`src/rtl/sps_pkg.sv`:
```
// Summary of operation
// - the excitation pattern moves one step only at a rising edge of the step clock input.
// - excitation-mode low selects two-phase stepping, high selects one-two-phase (half) stepping.
// - spin_direction low steps forward (clockwise), high steps in reverse (counter-clockwise).
// - while reset_n is low the sequence is held in reset and all four coil drives are off.
// - while output enable is low all four coil drives are forced off.
// - with output enable low the sequence keeps stepping, so outputs resume in step when it rises.
// - after reset the sequence starts in the state that drives coil_one_fwd and coil_two_rev.
package sps_pkg;

  // ----------------------------------------
  // sequence position
  // ----------------------------------------
  localparam int          SPS_POS_W     = 3;
  localparam logic [2:0]  SPS_POS_RESET = 3'h0;
  localparam logic [2:0]  SPS_POS_ONE   = 3'h1;
  localparam logic [2:0]  SPS_POS_TWO   = 3'h2;

  // ----------------------------------------
  // coil pattern per position, nibble per entry
  // bits: {one_fwd, one_rev, two_fwd, two_rev}
  // ----------------------------------------
  localparam int          SPS_COIL_W    = 4;
  localparam logic [31:0] SPS_PATTERN   = 32'h15462A89;
  localparam logic [3:0]  SPS_COILS_OFF = 4'h0;

  // ----------------------------------------
  // controller timing, for the bench
  // ----------------------------------------
  localparam int SPS_CLK_PERIOD_PS     = 5000;
  localparam int SPS_RESET_MIN_NS      = 10000;
  localparam int SPS_DIR_HOLD_PS       = 6250000;
  localparam int SPS_MODE_HOLD_NS      = 5000;
  localparam int SPS_RESET_MIN_CYC     = (SPS_RESET_MIN_NS * 1000 + SPS_CLK_PERIOD_PS - 1) / SPS_CLK_PERIOD_PS;
  localparam int SPS_DIR_HOLD_CYC      = (SPS_DIR_HOLD_PS + SPS_CLK_PERIOD_PS - 1) / SPS_CLK_PERIOD_PS;
  localparam int SPS_MODE_HOLD_CYC     = (SPS_MODE_HOLD_NS * 1000 + SPS_CLK_PERIOD_PS - 1) / SPS_CLK_PERIOD_PS;

  // ----------------------------------------
  // operating state
  // ----------------------------------------
  typedef enum logic [1:0] {
    SPS_ST_HELD = 2'b01,
    SPS_ST_RUN  = 2'b10
  } sps_state_t;

endpackage

```
`src/rtl/sps_edge_detect.sv`:
```
`timescale 1ns/1ps
module sps_edge_detect
  import sps_pkg::*;
(
  // clock and reset
  input  wire logic i_clk_sys,
  input  wire logic i_rst_n,
  // level in, rise strobe out
  input  wire logic i_level,
  input  wire logic i_hold,
  output logic      o_rise
);

  logic level_r;

  // ----------------------------------------
  // previous level, held low while in hold
  // ----------------------------------------
  always_ff @(posedge i_clk_sys or negedge i_rst_n) begin
    if (!i_rst_n) begin
      level_r <= 1'b0;
    end else begin
      level_r <= i_hold ? 1'b0 : i_level;
    end
  end

  assign o_rise = i_level & ~level_r & ~i_hold;

endmodule

```
`src/rtl/sps_sequencer.sv`:
```
`timescale 1ns/1ps
module sps_sequencer
  import sps_pkg::*;
(
  // clock and reset
  input  wire logic                 i_clk_sys,
  input  wire logic                 i_rst_n,
  // controller pins
  input  wire logic                 i_step_clk,
  input  wire logic                 i_exc_mode,
  input  wire logic                 i_spin_direction,
  input  wire logic                 i_reset_n,
  input  wire logic                 i_out_enable,
  // coil drives
  output logic                      o_coil_one_fwd,
  output logic                      o_coil_one_rev,
  output logic                      o_coil_two_fwd,
  output logic                      o_coil_two_rev,
  // status
  output logic [SPS_POS_W-1:0]      o_position
);

  sps_state_t            state_r;
  sps_state_t            state_nxt;
  logic [SPS_POS_W-1:0]  pos_r;
  logic [SPS_POS_W-1:0]  pos_nxt;
  logic [SPS_COIL_W-1:0] coils_r;
  logic [SPS_COIL_W-1:0] coils_nxt;
  logic                  step_rise;
  logic                  held;
  logic [SPS_POS_W-1:0]  stride;
  logic [SPS_POS_W-1:0]  pos_stepped;
  logic [SPS_COIL_W-1:0] pattern;

  // ----------------------------------------
  // step edge detection
  // ----------------------------------------
  assign held = ~i_reset_n;

  sps_edge_detect u_step_edge (
    .i_clk_sys (i_clk_sys),
    .i_rst_n   (i_rst_n),
    .i_level   (i_step_clk),
    .i_hold    (held),
    .o_rise    (step_rise)
  );

  // ----------------------------------------
  // next position
  // ----------------------------------------
  // two-phase from a one-coil state moves one place to reach a two-coil state
  assign stride      = (i_exc_mode || pos_r[0]) ? SPS_POS_ONE : SPS_POS_TWO;
  assign pos_stepped = i_spin_direction ? (pos_r - stride) : (pos_r + stride);

  always_comb begin
    state_nxt = state_r;
    pos_nxt   = pos_r;
    case (state_r)
      SPS_ST_HELD: begin
        pos_nxt = SPS_POS_RESET;
        if (!held) begin
          state_nxt = SPS_ST_RUN;
        end
      end
      SPS_ST_RUN: begin
        if (held) begin
          state_nxt = SPS_ST_HELD;
          pos_nxt   = SPS_POS_RESET;
        end else if (step_rise) begin
          pos_nxt = pos_stepped;
        end
      end
      default: begin
        state_nxt = SPS_ST_HELD;
        pos_nxt   = SPS_POS_RESET;
      end
    endcase
  end

  // ----------------------------------------
  // coil decode and gating
  // ----------------------------------------
  assign pattern   = SPS_PATTERN[pos_nxt*SPS_COIL_W +: SPS_COIL_W];
  assign coils_nxt = (held || !i_out_enable) ? SPS_COILS_OFF : pattern;

  // ----------------------------------------
  // state registers
  // ----------------------------------------
  always_ff @(posedge i_clk_sys or negedge i_rst_n) begin
    if (!i_rst_n) begin
      state_r <= SPS_ST_HELD;
      pos_r   <= SPS_POS_RESET;
      coils_r <= SPS_COILS_OFF;
    end else begin
      state_r <= state_nxt;
      pos_r   <= pos_nxt;
      coils_r <= coils_nxt;
    end
  end

  assign o_coil_one_fwd = coils_r[3];
  assign o_coil_one_rev = coils_r[2];
  assign o_coil_two_fwd = coils_r[1];
  assign o_coil_two_rev = coils_r[0];
  assign o_position     = pos_r;

endmodule

```
`config.mk`:
```
export PLATFORM = sky130hd
export DESIGN_NAME = sps_sequencer
export DESIGN_NICKNAME = d
export VERILOG_FILES = /design/src/rtl/sps_pkg.sv /design/src/rtl/sps_edge_detect.sv /design/src/rtl/sps_sequencer.sv
export SDC_FILE = /design/constraint.sdc
export NUM_CORES = 1
export LEC_CHECK = 0
export BUFFER_PORTS_ARGS = -buffer_cell sky130_fd_sc_hd__buf_2
export CAP_MARGIN = 20
export CORE_MARGIN = 2
export CORE_UTILIZATION = 40
export DETAILED_ROUTE_END_ITERATION = 10
export GPL_ROUTABILITY_DRIVEN = 0
export PLACE_DENSITY = 0.65
export SLEW_MARGIN = 10
export SYNTH_ARGS = -nofsm -noshare
export SYNTH_HDL_FRONTEND = slang
export SYNTH_SLANG_ARGS = --single-unit
```
`constraint.sdc`:
```
create_clock -name i_clk_sys -period 4.3 [get_ports i_clk_sys]
set_input_delay 0 -clock i_clk_sys [delete_from_list [all_inputs] [get_ports i_clk_sys]]
set_output_delay 0 -clock i_clk_sys [all_outputs]
set_load 0.03 [all_outputs]
```
## Word level (Yosys, flattened, before mapping)

Cells that the tools add are included.

- Input port bits: 7
- Memories: 0
- ROM bits: 0
- Register bits: 10
- Bits in latches: 0
- Logic and storage cells: 29
- Output and inout port bits: 7
- Bits in writable memories: 0

- Shift-type cells: 1
- Eq/ne operators: 4
- Reduce and logical (&&, ||, !) cells: 4
- $add $sub $neg: 2
- Bitwise operators: 4
- Divide/modulo/power cells: 0
- Magnitude comparators: 0
- Multiply operators: 0
- Multiplexer cells: 10

Operators by type and width:

| cell | count |
|---|---|
| $shiftx A32 B6 Y4 const A | 1 |
| $mux W3 | 4 |
| $mux W2 | 3 |
| $mux W4 | 1 |
| $ne A2 B2 Y1 const B | 2 |
| $pmux W2 S2 | 1 |
| $add A3 B2 Y3 | 1 |
| $sub A3 B2 Y3 | 1 |
| $and A1 B1 Y1 | 2 |
| $eq A2 B1 Y1 const B | 1 |
| $eq A2 B2 Y1 const B | 1 |
| $logic_or A1 B1 Y1 | 2 |
| $not A1 Y1 | 2 |
| $reduce_and A2 Y1 | 1 |
| $logic_not A1 Y1 | 1 |
| $mux W1 | 1 |

## Depth between registers and ports, before layout

Gate-level depths: netlist of the first run.

- Depth in word-level cells: 9
- Mapped depth: 8
- Depth with buffers taken out: 8

## By module

Synthesis of the first run repeated with hierarchy kept, for this count alone.

- Cells, all modules: 38
- Area total of the unflattened synthesis: 486.7 µm²

By module, submodules not included:

| module | area an instance (µm²) | cells an instance | sequential area each (µm²) | instances |
|---|---|---|---|---|
| sps_sequencer | 442.9 | 35 | 226.5 | 1 |
| sps_edge_detect | 43.8 | 3 | 25.0 | 1 |

## Worst setup path before layout of the first run

Ideal clock, no wire load.

- Kind: reg-to-reg
- From: reg pos_r[0], in the netlist o_position[0]
- To: reg coils_r[0]
- Data required time: 4.204 ns
- Path buffers: 0
- Period minus slack after synthesis: 2.128 ns
- Setup time: 0.096 ns
- Stages on the path, launching flop included: 8
- Arrival time: 2.032 ns
- Path slack: 2.172 ns
- Cells stage by stage: dfrtp_1 nor2b_1 inv_1 fa_1 or3_1 nand3_2 nor2_1 a311oi_2

- Longest elaborated chain between the ends: 9
- Elaborated cells between the ends (all ways): 10
- Classes of those cells: add/sub (2); shift (1); mux (6); reduce/logical (1)

RTL lines:

| what | RTL line | source |
|---|---|---|
| start: declaration | sps_sequencer.sv:25 | `logic [SPS_POS_W-1:0] pos_r;` |
| start signal: assignment | sps_sequencer.sv:96 | `pos_r <= pos_nxt;` |
| $logic_or A1 B1 Y1 | sps_sequencer.sv:52 | `assign stride = (i_exc_mode \|\| pos_r[0]) ? SPS_POS_ONE : SPS_POS_TWO;` |
| $mux W2 | sps_sequencer.sv:52 |  |
| $add A3 B2 Y3 / $sub A3 B2 Y3 (equally long branches) | sps_sequencer.sv:53 | `assign pos_stepped = i_spin_direction ? (pos_r - stride) : (pos_r + stride);` |
| $mux W3 | sps_sequencer.sv:53 |  |
| $mux W3 (*) | sps_sequencer.sv:69 | `end else if (step_rise) begin` |
| $mux W3 (*) | sps_sequencer.sv:66 | `if (held) begin` |
| $mux W3 (*) | sps_sequencer.sv:58 | `case (state_r)` |
| $shiftx A32 B6 Y4 (*) | sps_sequencer.sv:83 | `assign pattern = SPS_PATTERN[pos_nxt*SPS_COIL_W +: SPS_COIL_W];` |
| $mux W4 (*) | sps_sequencer.sv:84 | `assign coils_nxt = (held \|\| !i_out_enable) ? SPS_COILS_OFF : pattern;` |
| net coils_nxt[0] | sps_sequencer.sv:28 | `logic [SPS_COIL_W-1:0] coils_nxt;` |
| end signal: assignment | sps_sequencer.sv:97 | `coils_r <= coils_nxt;` |
| end: declaration | sps_sequencer.sv:27 | `logic [SPS_COIL_W-1:0] coils_r;` |

The timed path passes the listed nets; every way through them passes the cells marked *.
A chain may end at the register's enable or synchronous reset.

## Final worst setup path of the first run

Ends and elaborated chain as after synthesis.

==> impl_metrics.json, run 1 <==
{
  "die_height_um": 40.2,
  "n_fill_cell": 126,
  "cp_slowest_cell": "fa_1",
  "r2r_end": "coils_r[0]$_DFF_PN0_",
  "peakVddDrop_mv": 0.218,
  "hold_class": "input port to register",
  "cts_root_buffer": "clkbuf_4",
  "synthArstFlopShare_pct": 100,
  "p_per_area_nw_per_um2": 351,
  "syn_inst": 49,
  "syn-mean-instance-area_um2": 10.7,
  "dp.cells": 77,
  "fmax_ghz": 0.469,
  "synthMuxAreaShare_pct": 1.91,
  "first_pass_iters": 2,
  "regArea_um2": 251,
  "finalSetupViolCount": 0,
  "min_delay_path_depth": 2,
  "start_util_pct": 41.8,
  "synth_xor_xnor_area_share_pct": 6.46,
  "r2r_cells": 7,
  "ant_nets": 0,
  "crit_required_ns": 4.47,
  "multi_input_area_um2": 260,
  "drc": 0,
  "synthAdderAreaFrac_pct": 3.83,
  "drive_gt1_share_pct": 36.2,
  "dpl.hpwl_um": 716,
  "ys_seq_area_share_pct": 48.1,
  "setup-tns-final_ns": 0,
  "synth_area_um2": 523,
  "fp.dieW_um": 40.2,
  "synth-edff-count": 0,
  "grt_overflow": 0,
  "post_drt_wl_per_cell_um": 11.0,
  "yosysWarnings": 0,
  "drv_slew": 0,
  "cts_tree": "built",
  "rsz0062_at_grt": "false",
  "drt_first_iter_violations": 1,
  "finalHoldWorstSlack_ns": 0.0225,
  "hold_viol": 0,
  "grt_max_degree": 11,
  "synth_fp_nets": 57,
  "p_leak_uw": 0.000344,
  "cp_top_family": "simple AND/OR/NAND/NOR gates",
  "worstPathCellList": "nor2b_1 > inv_1 > fa_1 > or3_1 > nand3_2 > nor2_1 > a311oi_2",
  "track_usage_pct": 15.0,
  "drv_cap": 0,
  "fin_crit_sh_pct": 49.6,
  "min_to": "u_step_edge.level_r$_DFF_PN0_",
  "dr_total_vias": 406,
  "cts_max_level": 1,
  "max_stage_delay_ns": 0.50,
  "grt_pass1_wl_mm": 1.60,
  "worst_pin_slew_ns": 0.258,
  "insertion_delay_ns": 0.26,
  "layout.nets": 78,
  "path_buf_inv": 1,
  "cts_setup_buffers": 0,
  "antenna_found_initial": 0,
  "cp-startpoint": "o_position[0]$_DFF_PN0_",
  "areaGrowthSynthToFinish_pct": 26.8,
  "start_kind": "register",
  "synth_flop_cell": "dfrtp_1",
  "antenna_cells": 0,
  "rrSetupSlack_ns": 2.17,
  "arrival_ns": 2.30,
  "rows": 13,
  "r2r-start": "o_position[0]$_DFF_PN0_",
  "final_cells": 84,
  "worstHoldStart": "i_step_clk",
  "wl_um": 920,
  "ys_ff_latch": 10,
  "clk_pin_slew_ns": 0.07,
  "clockBufferDepth": 2,
  "synthSimpleGateAreaFrac_pct": 28.0,
  "synth_top_family_by_area": "simple AND/OR/NAND/NOR gates",
  "core_um2": 1250,
  "crit_fanout": 6,
  "ioPinCount": 14,
  "critPathCaptureType": "register",
  "worst_clock_skew_ns": 0.0125,
  "synth_compound_area_share_pct": 9.57,
  "grt_pass1_vias": 402,
  "finalCriticalPeriod_ns": 2.13,
  "worstSetupPathType": "register to register",
  "via_per_inst": 4.83,
  "relSlewSlack_pct": 82.6,
  "ys_types": 26,
  "cts.sinks": 10,
  "fp.dieArea_um2": 1610,
  "port_buffers": 13,
  "cts_buffers": 3,
  "run_status": "completed"
}
## worst reg2reg max path: stages, from the launching register on
cell,delay (ns)
dfrtp_1,0.43
nor2b_1,0.23
inv_1,0.08
fa_1,0.50
or3_1,0.43
nand3_2,0.09
nor2_1,0.04
a311oi_2,0.24
## synthesized netlist by cell type, drive strengths merged, types with 2 or more instances
| cell | count | area [um^2] |
|---|---|---|
| nand3b | 2 | 18.8 |
| xor2 | 2 | 25.0 |
| nand2 | 5 | 18.8 |
| nor2 | 4 | 15.0 |
| and2 | 2 | 15.0 |
| a21oi | 4 | 20.0 |
| dfrtp | 9 | 225 |
| nand3 | 4 | 25.0 |
| or3 | 2 | 17.5 |
| inv | 3 | 11.3 |
## power breakdown
part | leakage [uW] | switching [uW] | total [uW] | internal, uW
logic | 0.000197 | 28.9 | 50.4 | 21.5
registers | 0.000132 | 7.10 | 116 | 109
clock network | 0.0000150 | 30.4 | 66.1 | 35.7
## through the flow
stage	utilization [%]	total power [uW]	cell area [um^2]	setup WS (ns)
final	52.9	233	663	2.17
after detailed placement	48.5	166	607	2.18
after global routing	52.9	252	663	2.00
after floorplan	-	152	523	2.17
after CTS	52.9	238	663	2.15
after global placement	48.5	165	607	2.22
## layout make-up
type / instances / area share, %
inverters: 3 / 1.70
clock buffers: 4 / 3.96
repair buffers: 16 / 14.3
multi-input cells: 36 / 39.2
well taps: 15 / 2.83
flip-flops and latches: 10 / 37.9
## placed cells by master, fill, tap and decap left out, types with 2 or more instances in the layout
| cell type | Yosys | final |
|---|---|---|
| nand3_1 | 3 | 3 |
| nand2_1 | 5 | 5 |
| nor2_1 | 4 | 4 |
| dfrtp_1 | 9 | 9 |
| a21oi_1 | 4 | 4 |
| clkbuf_4 | 0 | 3 |
| and2_2 | 2 | 2 |
| buf_2 | 0 | 13 |
| dlygate4sd3_1 | 0 | 3 |
| inv_1 | 3 | 3 |
## how the worst max path moves through the flow
stage                           end  slack, ns  depth (start not counted)
6_report       coils_r[0]$_DFF_PN0_       2.17                          7
5_1_grt        coils_r[0]$_DFF_PN0_       2.00                          8
3_5_place_dp   coils_r[0]$_DFF_PN0_       2.18                          7
4_1_cts        coils_r[0]$_DFF_PN0_       2.15                          7
3_3_place_gp   coils_r[0]$_DFF_PN0_       2.22                          7
2_1_floorplan  coils_r[0]$_DFF_PN0_       2.17                          7
## metal layers
layer / track usage, % / up-vias / wire length (um)
met3: 3.33 / 0 / 46
met5: 0 / - / 0
met4: 7.76 / 0 / 0
li1: - / 212 / -
met2: 24.2 / 8 / 440
met1: 18.6 / 186 / 433
## sequential cells by signal, summed over array words and instances (netlist names)
| register | count |
|---|---|
| state_r | 2 |
| u_step_edge.level_r | 1 |
| o_position | 3 |
| coils_r | 4 |
## cells by family after synthesis
family          after synthesis
mux                           1
flops                        10
simple gates                 24
fa+ha+maj                     1
buf+inv                       3
compound gates                7
xor+xnor                      3
## timing repair
item	4_1_cts	5_1_grt
setup endpoints to repair	0	0
gates resized for setup	0	0
hold endpoints to repair	12	0
hold buffers	3	0
Power figures use the tool's default switching activity.
==> run 2: changes to the inputs <==
--- a/config.mk
+++ b/config.mk
@@ -5,13 +5,14 @@
 export SDC_FILE = /design/constraint.sdc
 export NUM_CORES = 1
 export LEC_CHECK = 0
+export ABC_AREA = 1
 export BUFFER_PORTS_ARGS = -buffer_cell sky130_fd_sc_hd__buf_2
 export CAP_MARGIN = 20
-export CORE_MARGIN = 2
-export CORE_UTILIZATION = 40
+export CORE_AREA = 2 2 39 41
 export DETAILED_ROUTE_END_ITERATION = 10
+export DIE_AREA = 0 0 41 43
 export GPL_ROUTABILITY_DRIVEN = 0
-export PLACE_DENSITY = 0.65
+export PLACE_DENSITY = 0.63
 export SLEW_MARGIN = 10
 export SYNTH_ARGS = -nofsm -noshare
 export SYNTH_HDL_FRONTEND = slang
==> constraint.sdc (replaced) <==
create_clock -name i_clk_sys -period 2.2 [get_ports i_clk_sys]
set_input_delay 0 -clock i_clk_sys [delete_from_list [all_inputs] [get_ports i_clk_sys]]
set_output_delay 0 -clock i_clk_sys [all_outputs]
set_load 0.03 [all_outputs]
==> run 2 against run 1 <==
Against the previous run:
- global-route usage down 1.8 points
- clock power up 95%
- sequential cell count unchanged
- first-iteration DRC count unchanged
- die area up 9.3%
- maximum frequency up 30%
- via count down 3.2%
- critical path type unchanged
- critical endpoint is now coils_r[1]$_DFF_PN0_
==> impl_metrics.json, run 2 <==
{
  "run_status": "completed",
  "fp.dieW_um": 41,
  "synth_compound_area_share_pct": 0.990,
  "cts.sinks": 10,
  "ioPinCount": 14,
  "start_util_pct": 36.5,
  "clockBufferDepth": 2,
  "cts_tree": "built",
  "synthSimpleGateAreaFrac_pct": 32.7,
  "dr_total_vias": 393,
  "core_um2": 1380,
  "p_int_uw": 293,
  "pwr-share-clk_pct": 32.8,
  "synth.most_common_cell": "inv_1",
  "clk_pin_slew_ns": 0.07,
  "worstPathCellList": "nor2_1 > nor2_1 > fa_1 > inv_1 > nand2_1 > nand2_1 > nand2_1 > nand2_1 > nand3_2 > nand2_1 > nand2_1 > nor2_1",
  "yosysWarnings": 0,
  "post_drt_wl_per_cell_um": 8.71,
  "syn-mean-instance-area_um2": 8.02,
  "cts_root_buffer": "clkbuf_4",
  "worst_clock_skew_ns": 0.00790,
  "synth_top_family_by_area": "simple AND/OR/NAND/NOR gates",
  "fin_crit_sh_pct": 74.7,
  "arrival_ns": 1.84,
  "port_buffers": 13,
  "p_leak_uw": 0.000402,
  "synth_area_um2": 505,
  "ys_ff_latch": 10,
  "hold_class": "input port to register",
  "path_common_cell": "nand2_1",
  "antenna_cells": 0,
  "final_common_cell": "inv_1",
  "synth_fp_nets": 71,
  "p_per_area_nw_per_um2": 619,
  "grt_pass1_vias": 383,
  "ys_seq_area_share_pct": 49.8,
  "layout.cells.most_common_list": "inv_1 (17), nand2_1 (16), buf_2 (13), dfrtp_1 (9), nor2_1 (7)",
  "rsz0062_at_grt": "false",
  "synthTopCellsByCount": "inv_1 (17), nand2_1 (16), dfrtp_1 (9)",
  "grt_max_degree": 11,
  "crit_fanout": 6,
  "synthTopCellsByArea": "dfrtp_1 (45%), inv_1 (13%), nand2_1 (12%), dfstp_2 (5.2%), nor2_1 (5.2%)",
  "ant_nets": 0,
  "drive_gt1_share_pct": 28.0,
  "drc": 0,
  "layout.nets": 91,
  "fin_util_pct": 46.0,
  "start_kind": "register",
  "setup-tns-final_ns": 0,
  "cts_setup_buffers": 0,
  "top_register": "coils_r",
  "grt_pass1_wl_mm": 1.55,
  "drv_cap": 0,
  "wl_um": 854,
  "synth_flop_cell": "dfrtp_1",
  "path_buf_inv": 1,
  "synth-edff-count": 0,
  "syn_inst": 63,
  "cp_top_family": "simple AND/OR/NAND/NOR gates",
  "grt_overflow": 0,
  "drv_slew": 0,
  "netlist.area_leader.share_pct": 44.6,
  "die_height_um": 43,
  "cts_max_level": 1,
  "first_pass_iters": 2,
  "synth_xor_xnor_area_share_pct": 0,
  "critPathCaptureType": "register",
  "seqPwrFrac_pct": 52.0,
  "hold_viol": 0,
  "cts_hold_buf": 2,
  "cp-startpoint": "o_position[0]$_DFF_PN0_",
  "max_stage_delay_ns": 0.40,
  "fmax_ghz": 0.609,
  "p_sw_uw": 101,
  "cp_slowest_cell": "fa_1",
  "synthAdderAreaFrac_pct": 3.96,
  "track_usage_pct": 13.2,
  "largest_reg_flops": 4,
  "dpl.hpwl_um": 674,
  "relSlewSlack_pct": 84.4,
  "peakVddDrop_mv": 0.412,
  "rows": 14,
  "r2r-start": "o_position[0]$_DFF_PN0_",
  "antenna_found_initial": 0,
  "finalCriticalPeriod_ns": 1.64,
  "cts.repair.resized": 0,
  "cts_buffers": 3,
  "synthMuxAreaShare_pct": 0,
  "insertion_delay_ns": 0.26,
  "yosysTopAreaCell": "dfrtp_1",
  "via_per_inst": 4.01,
  "areaGrowthSynthToFinish_pct": 26.0,
  "fp.dieArea_um2": 1760,
  "worstSetupPathType": "register to register",
  "crit_required_ns": 2.40,
  "combinationalPowerShare_pct": 15.2,
  "drt_first_iter_violations": 1,
  "worstHoldStart": "i_reset_n",
  "ys_types": 14,
  "synthArstFlopShare_pct": 100,
  "rrSetupSlack_ns": 0.56,
  "finalSetupViolCount": 0,
  "switching_share_pct": 25.6,
  "worst_pin_slew_ns": 0.231
}
[run 2: cell count changes after synthesis, moves of 2 or more]
cell     before  now
nor2_1        4    7
and2_2        2    0
a21oi_1       4    0
inv_1         3   17
nand2_1       5   16
[run 2: area by class of cell]
class | instances | area (um^2)
fillers | 136 | 747
flip-flops and latches | 10 | 251
multi-input cells | 36 | 190
repair buffers | 15 | 85.1
inverters | 17 | 63.8
clock buffers | 4 | 26.3
well taps | 16 | 20.0
[run 2: power by group through the flow]
stage          clock network (uW)  registers (uW)  logic (uW)
2_1_floorplan                   0             214        33.0
3_3_place_gp                    0             208        57.1
3_5_place_dp                    0             209        57.9
4_1_cts                       135             205        60.8
5_1_grt                       146             207        69.7
6_report                      129             205        59.9
[run 2: path summary, 6_finish.rpt]
| path | endpoint | cells after the start |
|---|---|---|
| setup / recovery | coils_r[1]$_DFF_PN0_ | 12 |
| setup reg to reg | coils_r[1]$_DFF_PN0_ | 12 |
| hold reg to reg | state_r[1]$_DFFE_PN0P_ | 2 |
| max in group asynchronous | state_r[0]$_DFFE_PN1P_ | 2 |
| min in group asynchronous | coils_r[2]$_DFF_PN0_ | 2 |
| hold / removal | u_step_edge.level_r$_DFF_PN0_ | 3 |
[run 2: worst reg2reg max path, stage by stage, from the launching register on]
cell and delay, ns:
dfrtp_1 0.39, nor2_1 0.10, nor2_1 0.06, fa_1 0.40
inv_1 0.07, nand2_1 0.04, nand2_1 0.07, nand2_1 0.05
nand2_1 0.07, nand3_2 0.11, nand2_1 0.09, nand2_1 0.05
nor2_1 0.08
[run 2: cell families after synthesis]
logic type | after synthesis
AND/OR/NAND/NOR | 34
buffers and inverters | 17
flip-flops | 10
AO/OA/AOI/OAI | 1
adder cells (fa/ha/maj) | 1
[run 2: through the flow]
stage | area [um^2] | std cells | setup slack (ns) | hold slack [ns] | power (uW)
2_1_floorplan | 505 | 63 | 0.512 | -0.296 | 247
3_3_place_gp | 591 | 92 | 0.597 | -0.130 | 265
3_5_place_dp | 591 | 92 | 0.572 | -0.124 | 267
4_1_cts | 637 | 98 | 0.552 | 0.0288 | 401
5_1_grt | 637 | 98 | 0.392 | 0.0512 | 423
6_report | 637 | 98 | 0.557 | 0.0343 | 394
[run 2: metal layers]
layer  GRT usage [%]  wire length, um
met1            17.4              404
met2            18.8              401
met3            3.14               42
met4            8.00                6
met5               0                0
